**config.mk**
```make
export PLATFORM = sky130hd
export DESIGN_NAME = spi_eeprom_cmd
export DESIGN_NICKNAME = d
export VERILOG_FILES = /design/src/verilog/eeprom_spi_pkg.sv /design/src/verilog/spi_eeprom_cmd.sv /design/src/verilog/ecc_group.sv
export SDC_FILE = /design/constraint.sdc
export NUM_CORES = 1
export LEC_CHECK = 0
export BUFFER_PORTS_ARGS = -buffer_cell sky130_fd_sc_hd__buf_2
export CAP_MARGIN = 20
export CORE_MARGIN = 4
export CORE_UTILIZATION = 64
export CTS_CLUSTER_DIAMETER = 120
export DETAILED_ROUTE_END_ITERATION = 12
export PLACE_DENSITY = 0.94
export RECOVER_POWER = 100
export SLEW_MARGIN = 10
export SYNTH_ARGS = -nofsm -noshare
export SYNTH_HDL_FRONTEND = slang
export SYNTH_SLANG_ARGS = --single-unit
```
**constraint.sdc**
```tcl
create_clock -name core_clk -period 7.4 [get_ports core_clk]
set_clock_uncertainty 0.1 [all_clocks]
set_input_delay 0 -clock core_clk [delete_from_list [all_inputs] [get_ports core_clk]]
set_output_delay 0 -clock core_clk [all_outputs]
set_load 0.01 [all_outputs]
```
**src/verilog/eeprom_spi_pkg.sv**
```systemverilog
// constants and types shared by the serial eeprom command interface
package eeprom_spi_pkg;
  // instruction codes
  localparam logic [7:0] OP_SET_LATCH = 8'h06;
  localparam logic [7:0] OP_CLR_LATCH = 8'h04;
  localparam logic [7:0] OP_RD_STAT = 8'h05;
  localparam logic [7:0] OP_WR_STAT = 8'h01;
  localparam logic [7:0] OP_RD_MEM = 8'h03;
  localparam logic [7:0] OP_WR_MEM = 8'h02;
  // status bit positions
  localparam int SB_PEN = 7;
  localparam int SB_IPS = 6;
  localparam int SB_LOCK = 4;
  localparam int SB_BP_HI = 3;
  localparam int SB_BP_LO = 2;
  localparam int SB_WEL = 1;
  localparam int SB_BUSY = 0;
  localparam logic [7:0] STAT_RST = 8'h00;
  // framing
  localparam logic [2:0] BYTE_LAST = 3'h7;
  localparam logic [4:0] ADDR_LAST = 5'h17;
  localparam logic [4:0] PIN_IDLE = 5'h13;
  // ecc group layout
  localparam int CW_BITS = 38;
  // self-timed write cycle
  localparam int CLK_FREQ_KHZ = 125000;
  localparam int WRITE_CYCLE_TIME_MS = 5;
  localparam int WRITE_CYCLE_CYC = WRITE_CYCLE_TIME_MS * CLK_FREQ_KHZ;
  localparam int WC_W = 20;

  typedef struct packed {
    logic [5:0] check;
    logic [31:0] data;
  } ecc_word_s;

  typedef enum logic [7:0] {
    ST_IDLE = 8'h01,
    ST_OPC = 8'h02,
    ST_ADDR = 8'h04,
    ST_RDATA = 8'h08,
    ST_WDATA = 8'h10,
    ST_RSTAT = 8'h20,
    ST_WSTAT = 8'h40,
    ST_IGNORE = 8'h80
  } sess_state_e;
endpackage

```
**src/verilog/spi_eeprom_cmd.sv**
```systemverilog
// serial eeprom slave: pin sampling, command decode, status, write timer
// Summary of operation
// [RULE1] serial input bits are captured on rising serial clock in both modes
// [RULE2] serial output moves to its next bit on falling serial clock
// [RULE3] chip select high: output released; standby unless write cycle runs
// [RULE4] chip select falling opens a session, rising closes it
// [RULE5] protect pin high never blocks any write
// [RULE6] protect pin low with protect enable set rejects status writes
// [RULE7] pause input low freezes the transfer; clock low at its edges
// [RULE8] a pause keeps the position inside the current sequence
// [RULE9] hosts that never pause tie the pause input high
// [RULE10] first eight bits after chip select falls form the instruction
// [RULE11] only six instructions act; any other value is disregarded
// [RULE12] 06 sets write latch, 04 clears it, 05 reads status
// [RULE13] 01 writes status, 03 reads memory, 02 writes memory
// [RULE14] memory read is opcode plus address, then data streams out
// [RULE15] memory write needs opcode, address, data and a set write latch
// [RULE16] page select set redirects accesses to the 256-byte id page
// [RULE17] the id page can be locked against writes for good
// [RULE18] each four-byte group carries six correcting check bits
// [RULE19] a byte write reprograms its whole group with check bits
// [RULE20] self-timed write ends within 5 ms of the closing chip select
// [RULE21] host waits 1 ms after power is stable before access; the bench waits PWR_UP_CYC (64) clocks after reset
// [RULE22] status: enable 7, page select 6, lock 4, protect 3:2, latch 1, busy 0
// [RULE23] write latch set by its set opcode, cleared by its clear opcode
// [RULE24] during a write cycle only status read is obeyed
// [RULE25] data opcodes take 24 address bits; main array uses low 17
// [RULE26] after an unknown opcode, ignore input and release output
`timescale 1ns/1ps
module spi_eeprom_cmd
  import eeprom_spi_pkg::*;
#(
  parameter int unsigned WC_CYC = WRITE_CYCLE_CYC
) (
  // clock and reset
  input wire logic core_clk,
  input wire logic rst_n,
  // serial pins
  input wire logic cs_n,
  input wire logic sck,
  input wire logic si,
  input wire logic hold_n,
  input wire logic wp_n,
  output logic so,
  output logic so_oe,
  // array read port, data follows address combinationally
  output logic [14:0] mem_raddr,
  output logic mem_rid,
  input wire ecc_word_s mem_rdata,
  // array write port
  output logic mem_we,
  output logic [14:0] mem_waddr,
  output logic mem_wid,
  output ecc_word_s mem_wdata,
  // status
  output logic [7:0] status,
  output logic write_busy
);
  logic [4:0] pin_meta_r;
  logic [4:0] pin_sync_r;
  logic sck_d_r;
  logic cs_d_r;
  logic cs_s, sck_s, si_s, hold_s, wp_s;
  logic live, sck_rise, sck_fall, cs_rise;
  sess_state_e st_r, st_nxt, opc_st;
  logic [4:0] bit_r, bit_nxt;
  logic [7:0] sh_r, in_byte, osh_r, out_byte, rd_byte;
  logic byte_end, addr_end, out_st;
  logic is_cmd_set_write_latch, is_cmd_clear_write_latch, is_cmd_read_status, is_cmd_write_status, is_rd, is_wr;
  logic wsr_ok, wr_ok, wr_op_r, id_r;
  logic [16:0] addr_r, addr_shift, addr_load, addr_inc;
  logic prot_main, prot_hit;
  logic so_r, so_oe_r, drv_r;
  logic pen_r, ips_r, lock_r, wel_r, busy_r;
  logic [1:0] bp_r;
  logic [7:0] status_w, wsr_byte_r;
  logic act_cmd_set_write_latch_r, act_cmd_clear_write_latch_r, act_wsr_r, act_rw_r;
  logic both_id, start_wc, wc_done;
  logic [WC_W-1:0] wc_cnt_r;
  logic [31:0] gbuf_r, merged_w, dec_data;
  logic [14:0] gaddr_r, mem_waddr_r;
  logic gpend_r, dirty_r, wr_any_r, wr_byte, lane_last, flush;
  logic mem_we_r, mem_wid_r;
  logic [5:0] enc_check;
  ecc_word_s mem_wdata_r;

  // pins come from the host's domain: two flops before any use
  always_ff @(posedge core_clk or negedge rst_n) begin
    if (!rst_n) begin
      pin_meta_r <= PIN_IDLE;
      pin_sync_r <= PIN_IDLE;
      sck_d_r <= 1'b0;
      cs_d_r <= 1'b1;
    end else begin
      pin_meta_r <= {cs_n, sck, si, hold_n, wp_n};
      pin_sync_r <= pin_meta_r;
      sck_d_r <= pin_sync_r[3];
      cs_d_r <= pin_sync_r[4];
    end
  end

  assign cs_s = pin_sync_r[4];
  assign sck_s = pin_sync_r[3];
  assign si_s = pin_sync_r[2];
  assign hold_s = pin_sync_r[1];
  assign wp_s = pin_sync_r[0];
  // clock edges seen during a pause are dropped, so the position holds
  assign live = ~cs_s & hold_s; // RULE7 RULE8
  assign sck_rise = live & sck_s & ~sck_d_r; // RULE1
  assign sck_fall = live & ~sck_s & sck_d_r; // RULE2
  assign cs_rise = cs_s & ~cs_d_r; // RULE4

  // instruction decode
  assign in_byte = {sh_r[6:0], si_s};
  assign byte_end = bit_r[2:0] == BYTE_LAST;
  assign addr_end = bit_r == ADDR_LAST;
  assign is_cmd_set_write_latch = in_byte == OP_SET_LATCH; // RULE12
  assign is_cmd_clear_write_latch = in_byte == OP_CLR_LATCH; // RULE12
  assign is_cmd_read_status = in_byte == OP_RD_STAT; // RULE12
  assign is_cmd_write_status = in_byte == OP_WR_STAT; // RULE13
  assign is_rd = in_byte == OP_RD_MEM; // RULE13
  assign is_wr = in_byte == OP_WR_MEM; // RULE13
  assign wsr_ok = wel_r & (wp_s | ~pen_r); // RULE5 RULE6
  assign wr_ok = is_wr & wel_r; // RULE15
  assign opc_st = (busy_r & ~is_cmd_read_status) ? ST_IGNORE : // RULE24
                  is_cmd_read_status ? ST_RSTAT :
                  (is_cmd_write_status & wsr_ok) ? ST_WSTAT :
                  (is_rd | wr_ok) ? ST_ADDR :
                  ST_IGNORE; // RULE11 RULE26

  always_comb begin
    st_nxt = st_r;
    case (st_r)
      ST_OPC: if (byte_end) st_nxt = opc_st; // RULE10
      ST_ADDR: if (addr_end) begin // RULE14 RULE15
        if (!wr_op_r)
          st_nxt = ST_RDATA;
        else if (prot_hit)
          st_nxt = ST_IGNORE;
        else
          st_nxt = ST_WDATA;
      end
      ST_WSTAT: if (byte_end) st_nxt = ST_IGNORE;
      ST_IDLE, ST_RDATA, ST_WDATA, ST_RSTAT, ST_IGNORE: st_nxt = st_r;
      default: st_nxt = ST_IDLE;
    endcase
  end

  assign bit_nxt = (st_r == ST_ADDR) ? (addr_end ? 5'h00 : bit_r + 5'h01)
                                     : {2'b00, bit_r[2:0] + 3'h1};

  always_ff @(posedge core_clk or negedge rst_n) begin
    if (!rst_n) begin
      st_r <= ST_IDLE;
      bit_r <= 5'h00;
      sh_r <= 8'h00;
    end else if (cs_s) begin
      st_r <= ST_IDLE; // RULE4
      bit_r <= 5'h00;
    end else if (st_r == ST_IDLE) begin
      st_r <= ST_OPC; // RULE4 RULE10
    end else if (sck_rise) begin
      st_r <= st_nxt;
      bit_r <= bit_nxt;
      sh_r <= in_byte;
    end
  end

  always_ff @(posedge core_clk or negedge rst_n) begin
    if (!rst_n) begin
      wr_op_r <= 1'b0;
      id_r <= 1'b0;
    end else if (sck_rise && st_r == ST_OPC && byte_end) begin
      wr_op_r <= is_wr;
      id_r <= ips_r; // RULE16
    end
  end

  // address: 24 clocks, only the low 17 kept, 8 on the id page
  assign addr_shift = {addr_r[15:0], si_s};
  assign addr_load = id_r ? {9'h000, addr_shift[7:0]} : addr_shift; // RULE16
  assign addr_inc = (id_r || st_r == ST_WDATA) ?
                    {addr_r[16:8], addr_r[7:0] + 8'h01} : addr_r + 17'h00001;
  assign prot_main = (bp_r == 2'h3) || (bp_r == 2'h2 && addr_load[16]) ||
                     (bp_r == 2'h1 && addr_load[16] && addr_load[15]);
  assign prot_hit = id_r ? (lock_r || bp_r == 2'h3) : prot_main; // RULE17

  always_ff @(posedge core_clk or negedge rst_n) begin
    if (!rst_n)
      addr_r <= 17'h00000;
    else if (sck_rise && st_r == ST_ADDR)
      addr_r <= addr_end ? addr_load : addr_shift; // RULE25
    else if (sck_rise && byte_end && (st_r == ST_RDATA || st_r == ST_WDATA))
      addr_r <= addr_inc;
  end

  // output shifter; a byte is fetched at the first fall of each byte
  assign out_st = st_r == ST_RDATA || st_r == ST_RSTAT;
  assign rd_byte = dec_data[{addr_r[1:0], 3'b000} +: 8];
  assign out_byte = (st_r == ST_RSTAT) ? status_w : rd_byte;

  always_ff @(posedge core_clk or negedge rst_n) begin
    if (!rst_n) begin
      so_r <= 1'b0;
      osh_r <= 8'h00;
      drv_r <= 1'b0;
    end else if (cs_s) begin
      drv_r <= 1'b0; // RULE3
    end else if (sck_fall && out_st) begin
      if (bit_r[2:0] == 3'h0) begin
        so_r <= out_byte[7]; // RULE2 RULE14
        osh_r <= {out_byte[6:0], 1'b0};
        drv_r <= 1'b1;
      end else begin
        so_r <= osh_r[7]; // RULE2
        osh_r <= {osh_r[6:0], 1'b0};
      end
    end
  end

  // released while deselected, paused or ignoring the rest
  always_ff @(posedge core_clk or negedge rst_n) begin
    if (!rst_n)
      so_oe_r <= 1'b0;
    else
      so_oe_r <= drv_r & hold_s & ~cs_s; // RULE3 RULE7 RULE26
  end

  // group buffer: bytes merge into the corrected old group, which is
  // rewritten whole, so a lone byte still costs a full group program
  ecc_group u_ecc (
    .enc_data(merged_w),
    .enc_check(enc_check),
    .dec_word(mem_rdata),
    .dec_data(dec_data),
    .dec_fixed()
  ); // RULE18

  assign wr_byte = sck_rise & (st_r == ST_WDATA) & byte_end;
  assign lane_last = addr_r[1:0] == 2'h3;
  assign flush = (wr_byte & lane_last) | (cs_rise & dirty_r); // RULE19

  genvar k;
  generate
    for (k = 0; k < 4; k++) begin : g_lane
      assign merged_w[8*k +: 8] = (wr_byte && addr_r[1:0] == 2'(k)) ?
                                  in_byte : gbuf_r[8*k +: 8];
    end
  endgenerate

  always_ff @(posedge core_clk or negedge rst_n) begin
    if (!rst_n) begin
      mem_we_r <= 1'b0;
      mem_waddr_r <= 15'h0000;
      mem_wid_r <= 1'b0;
      mem_wdata_r <= '0;
    end else begin
      mem_we_r <= flush;
      if (flush) begin
        mem_waddr_r <= gaddr_r;
        mem_wid_r <= id_r;
        mem_wdata_r <= {enc_check, merged_w}; // RULE18 RULE19
      end
    end
  end

  always_ff @(posedge core_clk or negedge rst_n) begin
    if (!rst_n) begin
      gbuf_r <= 32'h00000000;
      gaddr_r <= 15'h0000;
      gpend_r <= 1'b0;
      dirty_r <= 1'b0;
      wr_any_r <= 1'b0;
    end else begin
      if (gpend_r) begin
        gbuf_r <= dec_data;
        gaddr_r <= addr_r[16:2];
      end else if (wr_byte) begin
        gbuf_r <= merged_w;
      end
      gpend_r <= (sck_rise & (st_r == ST_ADDR) & addr_end & wr_op_r) |
                 (wr_byte & lane_last);
      dirty_r <= flush ? 1'b0 : (dirty_r | wr_byte);
      wr_any_r <= (st_r == ST_IDLE) ? 1'b0 : (wr_any_r | wr_byte);
    end
  end

  // actions armed in the session, carried out at chip select rising
  always_ff @(posedge core_clk or negedge rst_n) begin
    if (!rst_n) begin
      act_cmd_set_write_latch_r <= 1'b0;
      act_cmd_clear_write_latch_r <= 1'b0;
      act_wsr_r <= 1'b0;
      act_rw_r <= 1'b0;
      wsr_byte_r <= STAT_RST;
    end else if (st_r == ST_IDLE) begin
      act_cmd_set_write_latch_r <= 1'b0;
      act_cmd_clear_write_latch_r <= 1'b0;
      act_wsr_r <= 1'b0;
      act_rw_r <= 1'b0;
    end else if (sck_rise && st_r == ST_OPC && byte_end && !busy_r) begin
      act_cmd_set_write_latch_r <= is_cmd_set_write_latch; // RULE23
      act_cmd_clear_write_latch_r <= is_cmd_clear_write_latch; // RULE23
      act_rw_r <= is_rd | wr_ok;
    end else if (sck_rise && st_r == ST_WSTAT && byte_end) begin
      act_wsr_r <= 1'b1;
      wsr_byte_r <= in_byte;
    end
  end

  // page select and lock together in one write leave both untouched
  assign both_id = wsr_byte_r[SB_IPS] & wsr_byte_r[SB_LOCK];
  assign start_wc = cs_rise & (act_wsr_r | wr_any_r | dirty_r); // RULE20
  assign wc_done = busy_r && (wc_cnt_r == WC_W'(WC_CYC - 1)); // RULE20

  always_ff @(posedge core_clk or negedge rst_n) begin
    if (!rst_n) begin
      {pen_r, ips_r, lock_r, bp_r, wel_r} <= {STAT_RST[7:6], STAT_RST[4:1]};
      busy_r <= STAT_RST[SB_BUSY];
      wc_cnt_r <= '0;
    end else if (busy_r) begin
      wc_cnt_r <= wc_done ? '0 : wc_cnt_r + WC_W'(1);
      if (wc_done) begin
        busy_r <= 1'b0; // RULE20
        wel_r <= 1'b0; // RULE15
      end
    end else if (cs_rise) begin
      busy_r <= start_wc; // RULE3
      if (act_cmd_set_write_latch_r)
        wel_r <= 1'b1; // RULE23
      if (act_cmd_clear_write_latch_r)
        wel_r <= 1'b0; // RULE23
      if (act_rw_r)
        ips_r <= 1'b0; // RULE16
      if (act_wsr_r) begin
        pen_r <= wsr_byte_r[SB_PEN]; // RULE6
        bp_r <= wsr_byte_r[SB_BP_HI:SB_BP_LO];
        ips_r <= both_id ? ips_r : wsr_byte_r[SB_IPS]; // RULE16
        lock_r <= lock_r | (wsr_byte_r[SB_LOCK] & ~both_id); // RULE17
      end
    end
  end

  assign status_w = {pen_r, ips_r, 1'b0, lock_r, bp_r, wel_r, busy_r}; // RULE22

  assign so = so_r;
  assign so_oe = so_oe_r;
  assign mem_raddr = addr_r[16:2];
  assign mem_rid = id_r;
  assign mem_we = mem_we_r;
  assign mem_waddr = mem_waddr_r;
  assign mem_wid = mem_wid_r;
  assign mem_wdata = mem_wdata_r;
  assign status = status_w;
  assign write_busy = busy_r;
endmodule

```
**src/verilog/ecc_group.sv**
```systemverilog
// single-error-correcting code over one four-byte group
`timescale 1ns/1ps
module ecc_group
  import eeprom_spi_pkg::*;
(
  // encoder
  input wire logic [31:0] enc_data,
  output logic [5:0] enc_check,
  // decoder
  input wire ecc_word_s dec_word,
  output logic [31:0] dec_data,
  output logic dec_fixed
);
  // check bits sit at the power-of-two positions of the code word
  function automatic logic [37:0] place(input logic [31:0] d,
                                        input logic [5:0] p);
    int di;
    int pi;
    logic [37:0] cw;
    di = 0;
    pi = 0;
    cw = '0;
    for (int j = 1; j <= CW_BITS; j++) begin
      if ((j & (j - 1)) == 0) begin
        cw[j - 1] = p[pi];
        pi++;
      end else begin
        cw[j - 1] = d[di];
        di++;
      end
    end
    return cw;
  endfunction

  function automatic logic [31:0] extract(input logic [37:0] cw);
    int di;
    logic [31:0] d;
    di = 0;
    d = '0;
    for (int j = 1; j <= CW_BITS; j++) begin
      if ((j & (j - 1)) != 0) begin
        d[di] = cw[j - 1];
        di++;
      end
    end
    return d;
  endfunction

  function automatic logic [5:0] syndrome(input logic [37:0] cw);
    logic [5:0] s;
    s = '0;
    for (int j = 1; j <= CW_BITS; j++) begin
      if (cw[j - 1])
        s = s ^ 6'(j);
    end
    return s;
  endfunction

  logic [37:0] raw_cw;
  logic [37:0] fix_cw;
  logic [5:0] syn;

  assign enc_check = syndrome(place(enc_data, 6'h00));
  assign raw_cw = place(dec_word.data, dec_word.check);
  assign syn = syndrome(raw_cw);
  assign dec_fixed = (syn != 6'h00) && (syn <= 6'(CW_BITS));

  genvar j;
  generate
    for (j = 0; j < CW_BITS; j++) begin : g_fix
      assign fix_cw[j] = raw_cw[j] ^ (dec_fixed && (syn == 6'(j + 1)));
    end
  endgenerate

  assign dec_data = extract(fix_cw);
endmodule

```
==> results of run 1 <==
[how the worst max path moves through the flow]
stage               slack [ns]  cells after the start                         to             startpoint
finish                    2.49                      4   mem_wdata[0]$_DFFE_PN0N_                  rst_n
global route              1.67                      4   mem_wdata[1]$_DFFE_PN0N_                  rst_n
CTS                       3.44                      9  mem_wdata[32]$_DFFE_PN0N_    st_r[6]$_DFFE_PN0P_
detailed placement        3.59                      9  mem_wdata[33]$_DFFE_PN0N_    st_r[6]$_DFFE_PN0P_
global placement          3.73                      9  mem_wdata[33]$_DFFE_PN0N_    st_r[6]$_DFFE_PN0P_
floorplan                 4.38                     13  mem_wdata[32]$_DFFE_PN0N_  addr_r[0]$_DFFE_PN0P_
[cell type report]
| type | count | area (um2) |
|---|---|---|
| sequential | 202 | 5065 |
| tap | 225 | 281.5 |
| clock buffer | 31 | 613.1 |
| fill | 1150 | 4394 |
| timing repair buffer | 169 | 942.2 |
| inverter | 12 | 45.04 |
| multi-input combinational | 806 | 5923 |
| clock inverter | 6 | 92.59 |
[worst reg2reg max path: stages (launching register included)]
cell and delay, ns:
dfstp_1 0.90, and4bb_1 0.33, and4_1 0.35, nand2_1 0.69, mux2i_1 0.63, xnor2_1 0.17, xnor2_1 0.29, xnor2_1 0.21
xnor3_1 0.44, a21oi_1 0.19
[registers in the layout (all words and copies together) (netlist names), 2 cells and up]
| name | flops |
|---|---|
| bit_r | 5 |
| st_r | 8 |
| gaddr_r | 15 |
| wc_cnt_r | 20 |
| addr_r | 17 |
| pin_meta_r | 5 |
| sh_r | 7 |
| pin_sync_r | 5 |
| gbuf_r | 32 |
| osh_r | 7 |
| mem_waddr | 15 |
| mem_wdata | 38 |
| wsr_byte_r | 5 |
| bp_r | 2 |
[per-layer routing]
metal	track usage (%)	routed length, um	vias up
met1	40.15	12050	4447
met3	7.078	3200	170
met4	15.91	1843	0
li1	-	-	4017
met2	54.10	15550	584
met5	0	0	-
[repair_timing]
action                    in CTS  in global routing
buffers inserted               0                  0
hold endpoints to repair     106                  0
hold buffers                  40                  0
[power breakdown]
part	switching, mW	internal, mW	leakage (nW)
logic	0.575	0.454	3.15
registers	0.0959	1.15	2.64
clock network	0.445	0.647	0.344
[metrics by stage]
step                      setup WS, ns  instances  total power, mW  cell area, um2
after floorplan                  4.378       1083            2.002           11380
after global placement           3.729       1374            2.196           11990
after detailed placement         3.592       1374            2.236           11990
after CTS                        3.437       1451            3.345           13100
after global routing             1.666       1451            3.477           12960
final                            2.485       1451            3.371           12960
[cell families (layout without fill, tap and decap cells)]
group	Yosys count	count (layout)	synth area share, %
AND/OR/NAND/NOR	341	341	14.71
flip-flops	202	202	44.52
XOR/XNOR	166	166	16.02
AO/OA/AOI/OAI	165	165	8.413
multiplexers	125	125	12.04
buffers and inverters	75	218	3.376
adder cells (fa/ha/maj)	8	8	0.8798
other	1	1	0.03296
[placed cells by master, fill, tap and decap left out, drive strengths merged, types with 4 or more instances in the layout]
master and count:
buf 42, nor3b 6, ha 8, and3 13, nor2 122, and2 5
xnor3 22, dfrtp 194, nand2b 6, nand3b 4, mux2 42, nand2 86
xor2 42, dlygate4sd3 40, nand4b 7, o31ai 4, xnor2 99, nor3 20
nand4 15, o21ai 47, a31oi 4, a211oi 5, mux4 5, clkbuf 118
nor2b 7, mux2i 78, a21oi 75, dfstp 8, nand3 25, or3 6
o211ai 5, inv 14
==> impl_metrics.ini, run 1 <==
[synth]
syn_nets = 1136
synth.area.top_cells = dfrtp_1, xnor2_1, mux2i_1, mux2_2, nor2_1
syn_inst = 1083
ys_ff_latch = 202
synthTopCellsByCount = dfrtp_1, nor2_1, xnor2_1
async_flop_share_pct = 100.0
synth_ff_type = dfrtp_1
synth_top_cell_by_area = dfrtp_1
synth.most_common_cell = dfrtp_1
synth.avg_cell_area_um2 = 10.51
yosysWarnings = 0
yosysUniqueCellTypes = 79
ys_seq_area_share_pct = 44.52
synth_edf_count = 0
synth_area_um2 = 11380
synth_top_area_share_pct = 42.67

[die]
dieArea_um2 = 19970
core_um2 = 17360
placementRows = 48
die_w_um = 141.3
start_util_pct = 65.55
num_io_pins = 127
die_h_um = 141.3

[power]
p_leak_nw = 6.133
pwr_density_cell_nw_per_um2 = 260.0
vdd_ir_drop_max_mv = 0.1844

[critical_path]
cp_max_fo = 69
cp.arrival_ns = 5.12
reg2reg_slack_ns = 3.01
required_ns = 7.61
critPathLaunchType = primary input
r2r-end = mem_wdata[32]$_DFFE_PN0N_
r2r-start = pin_sync_r[4]$_DFF_PN1_
cp-end-kind = async pin
critical_path_buf_inv_count = 4
crit_slowest_cell = clkbuf_1
crit_type = in -> async
crit_family = buffers and inverters
path_cells = dlygate4sd3_1 -> dlygate4sd3_1 -> clkbuf_1 -> clkbuf_2
r2r_cells = 9
crit_top_cell = dlygate4sd3_1
critPathMaxStageDelay_ns = 2.45

[sta]
timing.final.crit_share_pct = 66.41
tns_ns = 0
whs_ns = 0.04069
maxSlewHeadroom_pct = -135.3
worst_slew_pin_slew_ns = 3.530
period_minus_slack_ns = 4.915
drv_slew = 226
hold_viol_final = 0
final-setup-viol-count = 0
fmaxAchievable_mhz = 203.5
rsz0062_at_grt = no

[hold_path]
hp-class = in -> reg
hold_depth = 2
hold_path.startpoint = wp_n
hold_end = pin_meta_r[0]$_DFF_PN1_

[cts]
post_cts_resize_count = 0
cts_tree = yes
clk_pin_slew_ns = 0.06
clock_path_buffers = 3
clock_sinks = 202
insertion_delay_ns = 0.50
cts.htree.levels = 1
cts_root_buffer = clkbuf_16
cts_made_buffers = 21

[global_route]
overflow = 0
grt_pass1_vias = 9537
grt_max_degree = 93
grt_pass1_wl_um = 51270
antenna_found_initial = 0
grt_usage_pct = 32.41

[finish]
post-route-util_pct = 74.68
n_antenna_cell = 0
nets = 1265
area_growth_pct = 13.93
drive_gt1_share_pct = 12.64

[route]
drcViolationCount = 0
wire_per_inst_um = 22.50
antenna_left = 0
firstDrtPassIters = 6
via_count = 9218
viasPerCell = 6.353
drt_iter0_markers = 890
drt_wl_total_um = 32650

[flow_run]
cap_violations = 4

[placed_design]
gp_congestion = 0.9582
hpwlAfterDp_um = 21560
portBuffers = 125

[outcome]
failed_checks = capacitance limit, slew limit
status = finished, violations left
Note: power is estimated with default switching activity, not from simulation.
==> run 2, diff against run 1 <==
--- a/config.mk
+++ b/config.mk
@@ -8,10 +8,10 @@
 export BUFFER_PORTS_ARGS = -buffer_cell sky130_fd_sc_hd__buf_2
 export CAP_MARGIN = 20
 export CORE_MARGIN = 4
-export CORE_UTILIZATION = 64
+export CORE_UTILIZATION = 59
 export CTS_CLUSTER_DIAMETER = 120
 export DETAILED_ROUTE_END_ITERATION = 12
-export PLACE_DENSITY = 0.94
+export PLACE_DENSITY = 0.88
 export RECOVER_POWER = 100
 export SLEW_MARGIN = 10
 export SYNTH_ARGS = -nofsm -noshare
==> constraint.sdc (replaced) <==
create_clock -name core_clk -period 4.71 [get_ports core_clk]
set_clock_uncertainty 0.1 [all_clocks]
set_input_delay 0 -clock core_clk [delete_from_list [all_inputs] [get_ports core_clk]]
set_output_delay 0 -clock core_clk [all_outputs]
set_load 0.01 [all_outputs]
==> impl_metrics.ini, run 2 (synthesized netlist as in run 1, its figures left out) <==
[outcome]
status = finished, violations left
failed_checks = capacitance limit, slew limit

[sta]
fmaxAchievable_mhz = 246.3
whs_ns = 0.04333
hold_viol_final = 0
maxSlewHeadroom_pct = -42.14
period_minus_slack_ns = 4.060
timing.final.crit_share_pct = 86.19
worst_slew_pin_slew_ns = 2.132
drv_slew = 62
final-setup-viol-count = 0
tns_ns = 0
rsz0062_at_grt = no

[critical_path]
cp_max_fo = 18
critPathLaunchType = register
required_ns = 5.03
cp-end-kind = register
crit_type = reg -> reg
cp.arrival_ns = 4.38

[finish]
final_common_cell = dfrtp_1
layout_common_cells = dfrtp_1, nor2_1, xnor2_1, clkbuf_1, nand2_1
nets = 1267
n_antenna_cell = 0
area_growth_pct = 14.57
drive_gt1_share_pct = 12.29
largest_reg_flops = 38
fillers = 1386
design_area_um2 = 13040

[placed_design]
dpl_cell_area_um2 = 12040
portBuffers = 125
gp_congestion = 0.9735
hpwlAfterDp_um = 20820

[route]
via_count = 8989
drt_iter0_markers = 834
firstDrtPassIters = 7
wl_met2_um = 14920
route.met3.wl_um = 2715
routed.top_layer = met4
drt_wl_total_um = 30600
m1WireLength_um = 11760
drcViolationCount = 0
antenna_left = 0
viasPerCell = 6.037
wire_per_inst_um = 20.55

[global_route]
grt_pass1_vias = 9066
grt_max_degree = 131
overflow = 0
grt_usage_pct = 28.13
grt_pass1_wl_um = 48880
antenna_found_initial = 0

[die]
placementRows = 50
core_um2 = 18830
num_io_pins = 127
die_w_um = 146.9
dieArea_um2 = 21570
start_util_pct = 60.42
die_h_um = 146.9

[cts]
cts_root_buffer = clkbuf_16
clock_sinks = 202
cts_tree = yes
cts_hold_buf = 38
cts_setup_buffers = 0
clock_path_buffers = 3
post_cts_resize_count = 0
insertion_delay_ns = 0.51
cts.htree.levels = 1
cts_made_buffers = 22
clk_pin_slew_ns = 0.06

[power]
p_leak_nw = 6.166
power.total_mw = 5.265
vdd_ir_drop_max_mv = 0.2944
pwr_density_cell_nw_per_um2 = 403.9

[flow_run]
cap_violations = 2

[hold_path]
hp-class = in -> reg
==> run 2: cell count changes in the layout (fill, tap and decap cells not counted), sizes merged <==
cell         before  now
clkbuf          118  124
buf              42   41
clkinvlp          1    0
clkinv            1    3
dlygate4sd3      40   39
inv              14   13
bufinv            2    1
==> run 2: report_power, final <==
part	switching (mW)	internal, mW
combinational	0.880	0.711
sequential	0.140	1.81
clock	0.680	1.04
total	1.70	3.56
==> run 2: through the flow <==
step | worst slack [ns] | std cells | util, %
floorplan | 1.688 | 1083 | -
global placement | 1.082 | 1410 | 63.95
detailed placement | 0.9822 | 1410 | 63.95
CTS | 0.8281 | 1487 | 69.85
global route | 0.3745 | 1489 | 69.22
finish | 0.6503 | 1489 | 69.22
==> run 2: per-layer routing <==
metal	GRT usage [%]	vias to the layer above
met2	47.11	496
met3	4.966	99
met5	0	-
li1	-	4021
met1	36.62	4373
met4	11.19	0
==> run 2: path summary, 6_finish.rpt <==
| path | startpoint | endpoint | slack (ns) | cells after the start |
|---|---|---|---|---|
| setup / recovery | pin_sync_r[4]$_DFF_PN1_ | mem_wdata[32]$_DFFE_PN0N_ | 0.65 | 9 |
| max in group asynchronous | rst_n | gbuf_r[12]$_DFFE_PN0P_ | 1.19 | 5 |
| setup reg to reg | pin_sync_r[4]$_DFF_PN1_ | mem_wdata[32]$_DFFE_PN0N_ | 0.65 | 9 |
| hold / removal | si | pin_meta_r[2]$_DFF_PN0_ | 0.04 | 2 |
| hold reg to reg | pin_meta_r[2]$_DFF_PN0_ | pin_sync_r[2]$_DFF_PN0_ | 0.25 | 0 |
| min in group asynchronous | rst_n | gbuf_r[13]$_DFFE_PN0P_ | 1.11 | 3 |
==> run 2: layout make-up <==
cell class / instances / area (um2) / area share [%]
Clock buffer: 34 / 676.9 / 5.193
Multi-Input combinational cell: 806 / 5911 / 45.34
Timing Repair Buffer: 170 / 958.4 / 7.353
Tap cell: 260 / 325.3 / 2.496
Sequential cell: 202 / 5065 / 38.86
Inverter: 12 / 45.04 / 0.3456
Clock inverter: 5 / 53.80 / 0.4127
==> run 2: worst max-delay path, stage by stage, from the launching register on <==
cell,delay [ns]
dfstp_1,0.86
and4bb_1,0.34
and4_1,0.35
nand2_1,0.63
mux2i_1,0.50
xnor2_1,0.15
xnor2_1,0.22
xnor2_1,0.19
xnor3_1,0.46
a21oi_1,0.17
==> run 3, diff against run 2 <==
--- a/config.mk
+++ b/config.mk
@@ -5,13 +5,14 @@
 export SDC_FILE = /design/constraint.sdc
 export NUM_CORES = 1
 export LEC_CHECK = 0
+export ABC_AREA = 1
 export BUFFER_PORTS_ARGS = -buffer_cell sky130_fd_sc_hd__buf_2
 export CAP_MARGIN = 20
 export CORE_MARGIN = 4
-export CORE_UTILIZATION = 59
+export CORE_UTILIZATION = 60
 export CTS_CLUSTER_DIAMETER = 120
 export DETAILED_ROUTE_END_ITERATION = 12
-export PLACE_DENSITY = 0.88
+export PLACE_DENSITY = 0.89
 export RECOVER_POWER = 100
 export SLEW_MARGIN = 10
 export SYNTH_ARGS = -nofsm -noshare
==> impl_metrics.ini, run 3 <==
[flow_run]
cap_violations = 1

[placed_design]
pre_cts_slack_ns = 1.586
place_inst = 2096
hpwlAfterDp_um = 26660
portBuffers = 125
gp_congestion = 1.014
dpl_cell_area_um2 = 13350

[cts]
clock_path_buffers = 3
cts_setup_buffers = 0
cts_root_buffer = clkbuf_16
clk_pin_slew_ns = 0.06
cts_hold_buf = 38
cts_tree = yes
cts_made_buffers = 22
insertion_delay_ns = 0.51
cts.htree.levels = 1
clock_sinks = 202
post_cts_resize_count = 0

[global_route]
antenna_found_initial = 0
grt_max_degree = 118
grt_pass1_wl_um = 60910
overflow = 0
grt_pass1_vias = 11933
grt_usage_pct = 31.19

[synth]
syn_nets = 1810
ys_seq_area_share_pct = 40.06
synth.area.top_cells = dfrtp_1, nand2_1, nand3_1, inv_1, xnor2_1
syn_inst = 1757
ys_ff_latch = 202
synth_area_um2 = 12640
synth_ff_type = dfrtp_1
synth_top_area_share_pct = 38.40
synth_edf_count = 0
yosysUniqueCellTypes = 52
yosysWarnings = 0
synth_top_cell_by_area = dfrtp_1
synth.most_common_cell = nand2_1
synthTopCellsByCount = nand2_1, dfrtp_1, inv_1
async_flop_share_pct = 100.0
synth.avg_cell_area_um2 = 7.195

[outcome]
status = finished, violations left
failed_checks = hold timing, capacitance limit, slew limit

[finish]
fillers = 1665
drive_gt1_share_pct = 7.143
fin_cells = 2174
design_area_um2 = 14330
layout_common_cells = nand2_1, dfrtp_1, inv_1, nand3_1, nor2_1
area_growth_pct = 13.38
largest_reg_flops = 38
final_common_cell = nand2_1
n_antenna_cell = 0
nets = 1943

[route]
viasPerCell = 5.779
route.met3.wl_um = 3615
via_count = 12563
wl_met2_um = 17260
antenna_left = 0
wire_per_inst_um = 17.25
drcViolationCount = 0
m1WireLength_um = 15380
drt_wl_total_um = 37500
routed.top_layer = met4
drt_iter0_markers = 1238
firstDrtPassIters = 6

[critical_path]
cp_max_fo = 16
crit_type = reg -> reg
cp.arrival_ns = 4.14
required_ns = 4.99
crit_slowest_cell = o21ai_0
path_cells = inv_1 -> nand2_1 -> nor2_4 -> nand2_4 -> nor2_8 -> nand2_1 -> o21ai_0 -> xnor2_1 -> nand2b_1 -> nand2_1 -> inv_1 -> nand2_1 -> nand2_1 -> nand2_1 -> nand3_1 -> nand3_1 -> nand2_1
critPathLaunchType = register
crit_top_cell = nand2_1
cp-end-kind = register
critPathMaxStageDelay_ns = 0.77

[sta]
rsz0062_at_grt = no
maxSlewHeadroom_pct = -91.09
drv_slew = 118
final-setup-viol-count = 0
period_minus_slack_ns = 3.860
hold_viol_final = 4
worst_slack_ns = 0.8503
whs_ns = -0.006142
worst_slew_pin_slew_ns = 2.866
tns_ns = 0
fmaxAchievable_mhz = 259.1
timing.final.crit_share_pct = 81.95

[die]
core_um2 = 20490
num_io_pins = 127
die_h_um = 153.2
placementRows = 52
dieArea_um2 = 23460
die_w_um = 153.2
start_util_pct = 61.68

[hold_path]
hp-class = in -> async

[power]
p_leak_nw = 7.344
vdd_ir_drop_max_mv = 0.3099
pwr_density_cell_nw_per_um2 = 325.7
power.total_mw = 4.669
## run 3: changes by cell type in the layout (fill, tap and decap cells not counted), moves of 40 or more
| cell | previous run | this run |
|---|---|---|
| nand2_1 | 85 | 614 |
| inv_1 | 11 | 187 |
| nand3_1 | 25 | 164 |
| mux2i_1 | 78 | 0 |
| xnor2_1 | 99 | 50 |
| mux2_2 | 41 | 1 |
## run 3: final timing paths
check                           slack (ns)                     from                        end  depth (start not counted)
worst min-delay path                -0.006                    rst_n  mem_wdata[35]$_DFFE_PN0N_                          2
worst max register to register        0.85  pin_sync_r[4]$_DFF_PN1_  mem_wdata[33]$_DFFE_PN0N_                         17
worst max-delay path                  0.85  pin_sync_r[4]$_DFF_PN1_  mem_wdata[33]$_DFFE_PN0N_                         17
min in group core_clk                 0.03                     cs_n    pin_meta_r[4]$_DFF_PN1_                          2
worst min register to register        0.26  pin_meta_r[0]$_DFF_PN1_    pin_sync_r[0]$_DFF_PN1_                          0
max in group asynchronous             1.28                    rst_n      addr_r[8]$_DFFE_PN0P_                          3
## run 3: area by class of cell
class / instances / area [um2] / area share (%)
Clock buffer: 30 / 610.6 / 4.260
Clock inverter: 8 / 128.9 / 0.8991
Inverter: 200 / 750.7 / 5.237
Multi-Input combinational cell: 1294 / 6464 / 45.09
Sequential cell: 202 / 5065 / 35.34
Tap cell: 270 / 337.8 / 2.357
Timing Repair Buffer: 170 / 977.2 / 6.817
## run 3: cell families after synthesis
logic type	after synthesis	synth area share (%)
adder cells (fa/ha/maj)	8	0.7918
AO/OA/AOI/OAI	226	11.36
XOR/XNOR	89	6.403
other	1	0.02966
multiplexers	1	0.08907
flip-flops	202	40.06
AND/OR/NAND/NOR	969	32.81
buffers and inverters	261	8.452
## run 3: power breakdown
part / switching [mW] / total, mW / internal [mW]
logic: 0.744 / 1.08 / 0.331
clock network: 0.696 / 1.77 / 1.07
registers: 0.0350 / 1.83 / 1.79
## run 3: worst max-delay path: cells and delay by family (launching register included)
family,cells,cell delay [ns]
flip-flops,1,0.45
AND/OR/NAND/NOR,13,1.95
buffers and inverters,2,0.28
XOR/XNOR,1,0.16
AO/OA/AOI/OAI,1,0.77
## run 3: metal layers
metal,track usage (%),vias up
met1,42.69,5848
li1,-,5909
met5,0,-
met4,10.31,0
met3,6.079,92
met2,50.19,714
## run 3: through the flow
stage	utilization [%]	hold slack [ns]
2_1_floorplan	-	-0.3956
3_3_place_gp	65.12	-0.006209
3_5_place_dp	65.12	-0.01265
4_1_cts	70.59	0.02202
5_1_grt	69.94	0.02266
6_report	69.94	-0.006142
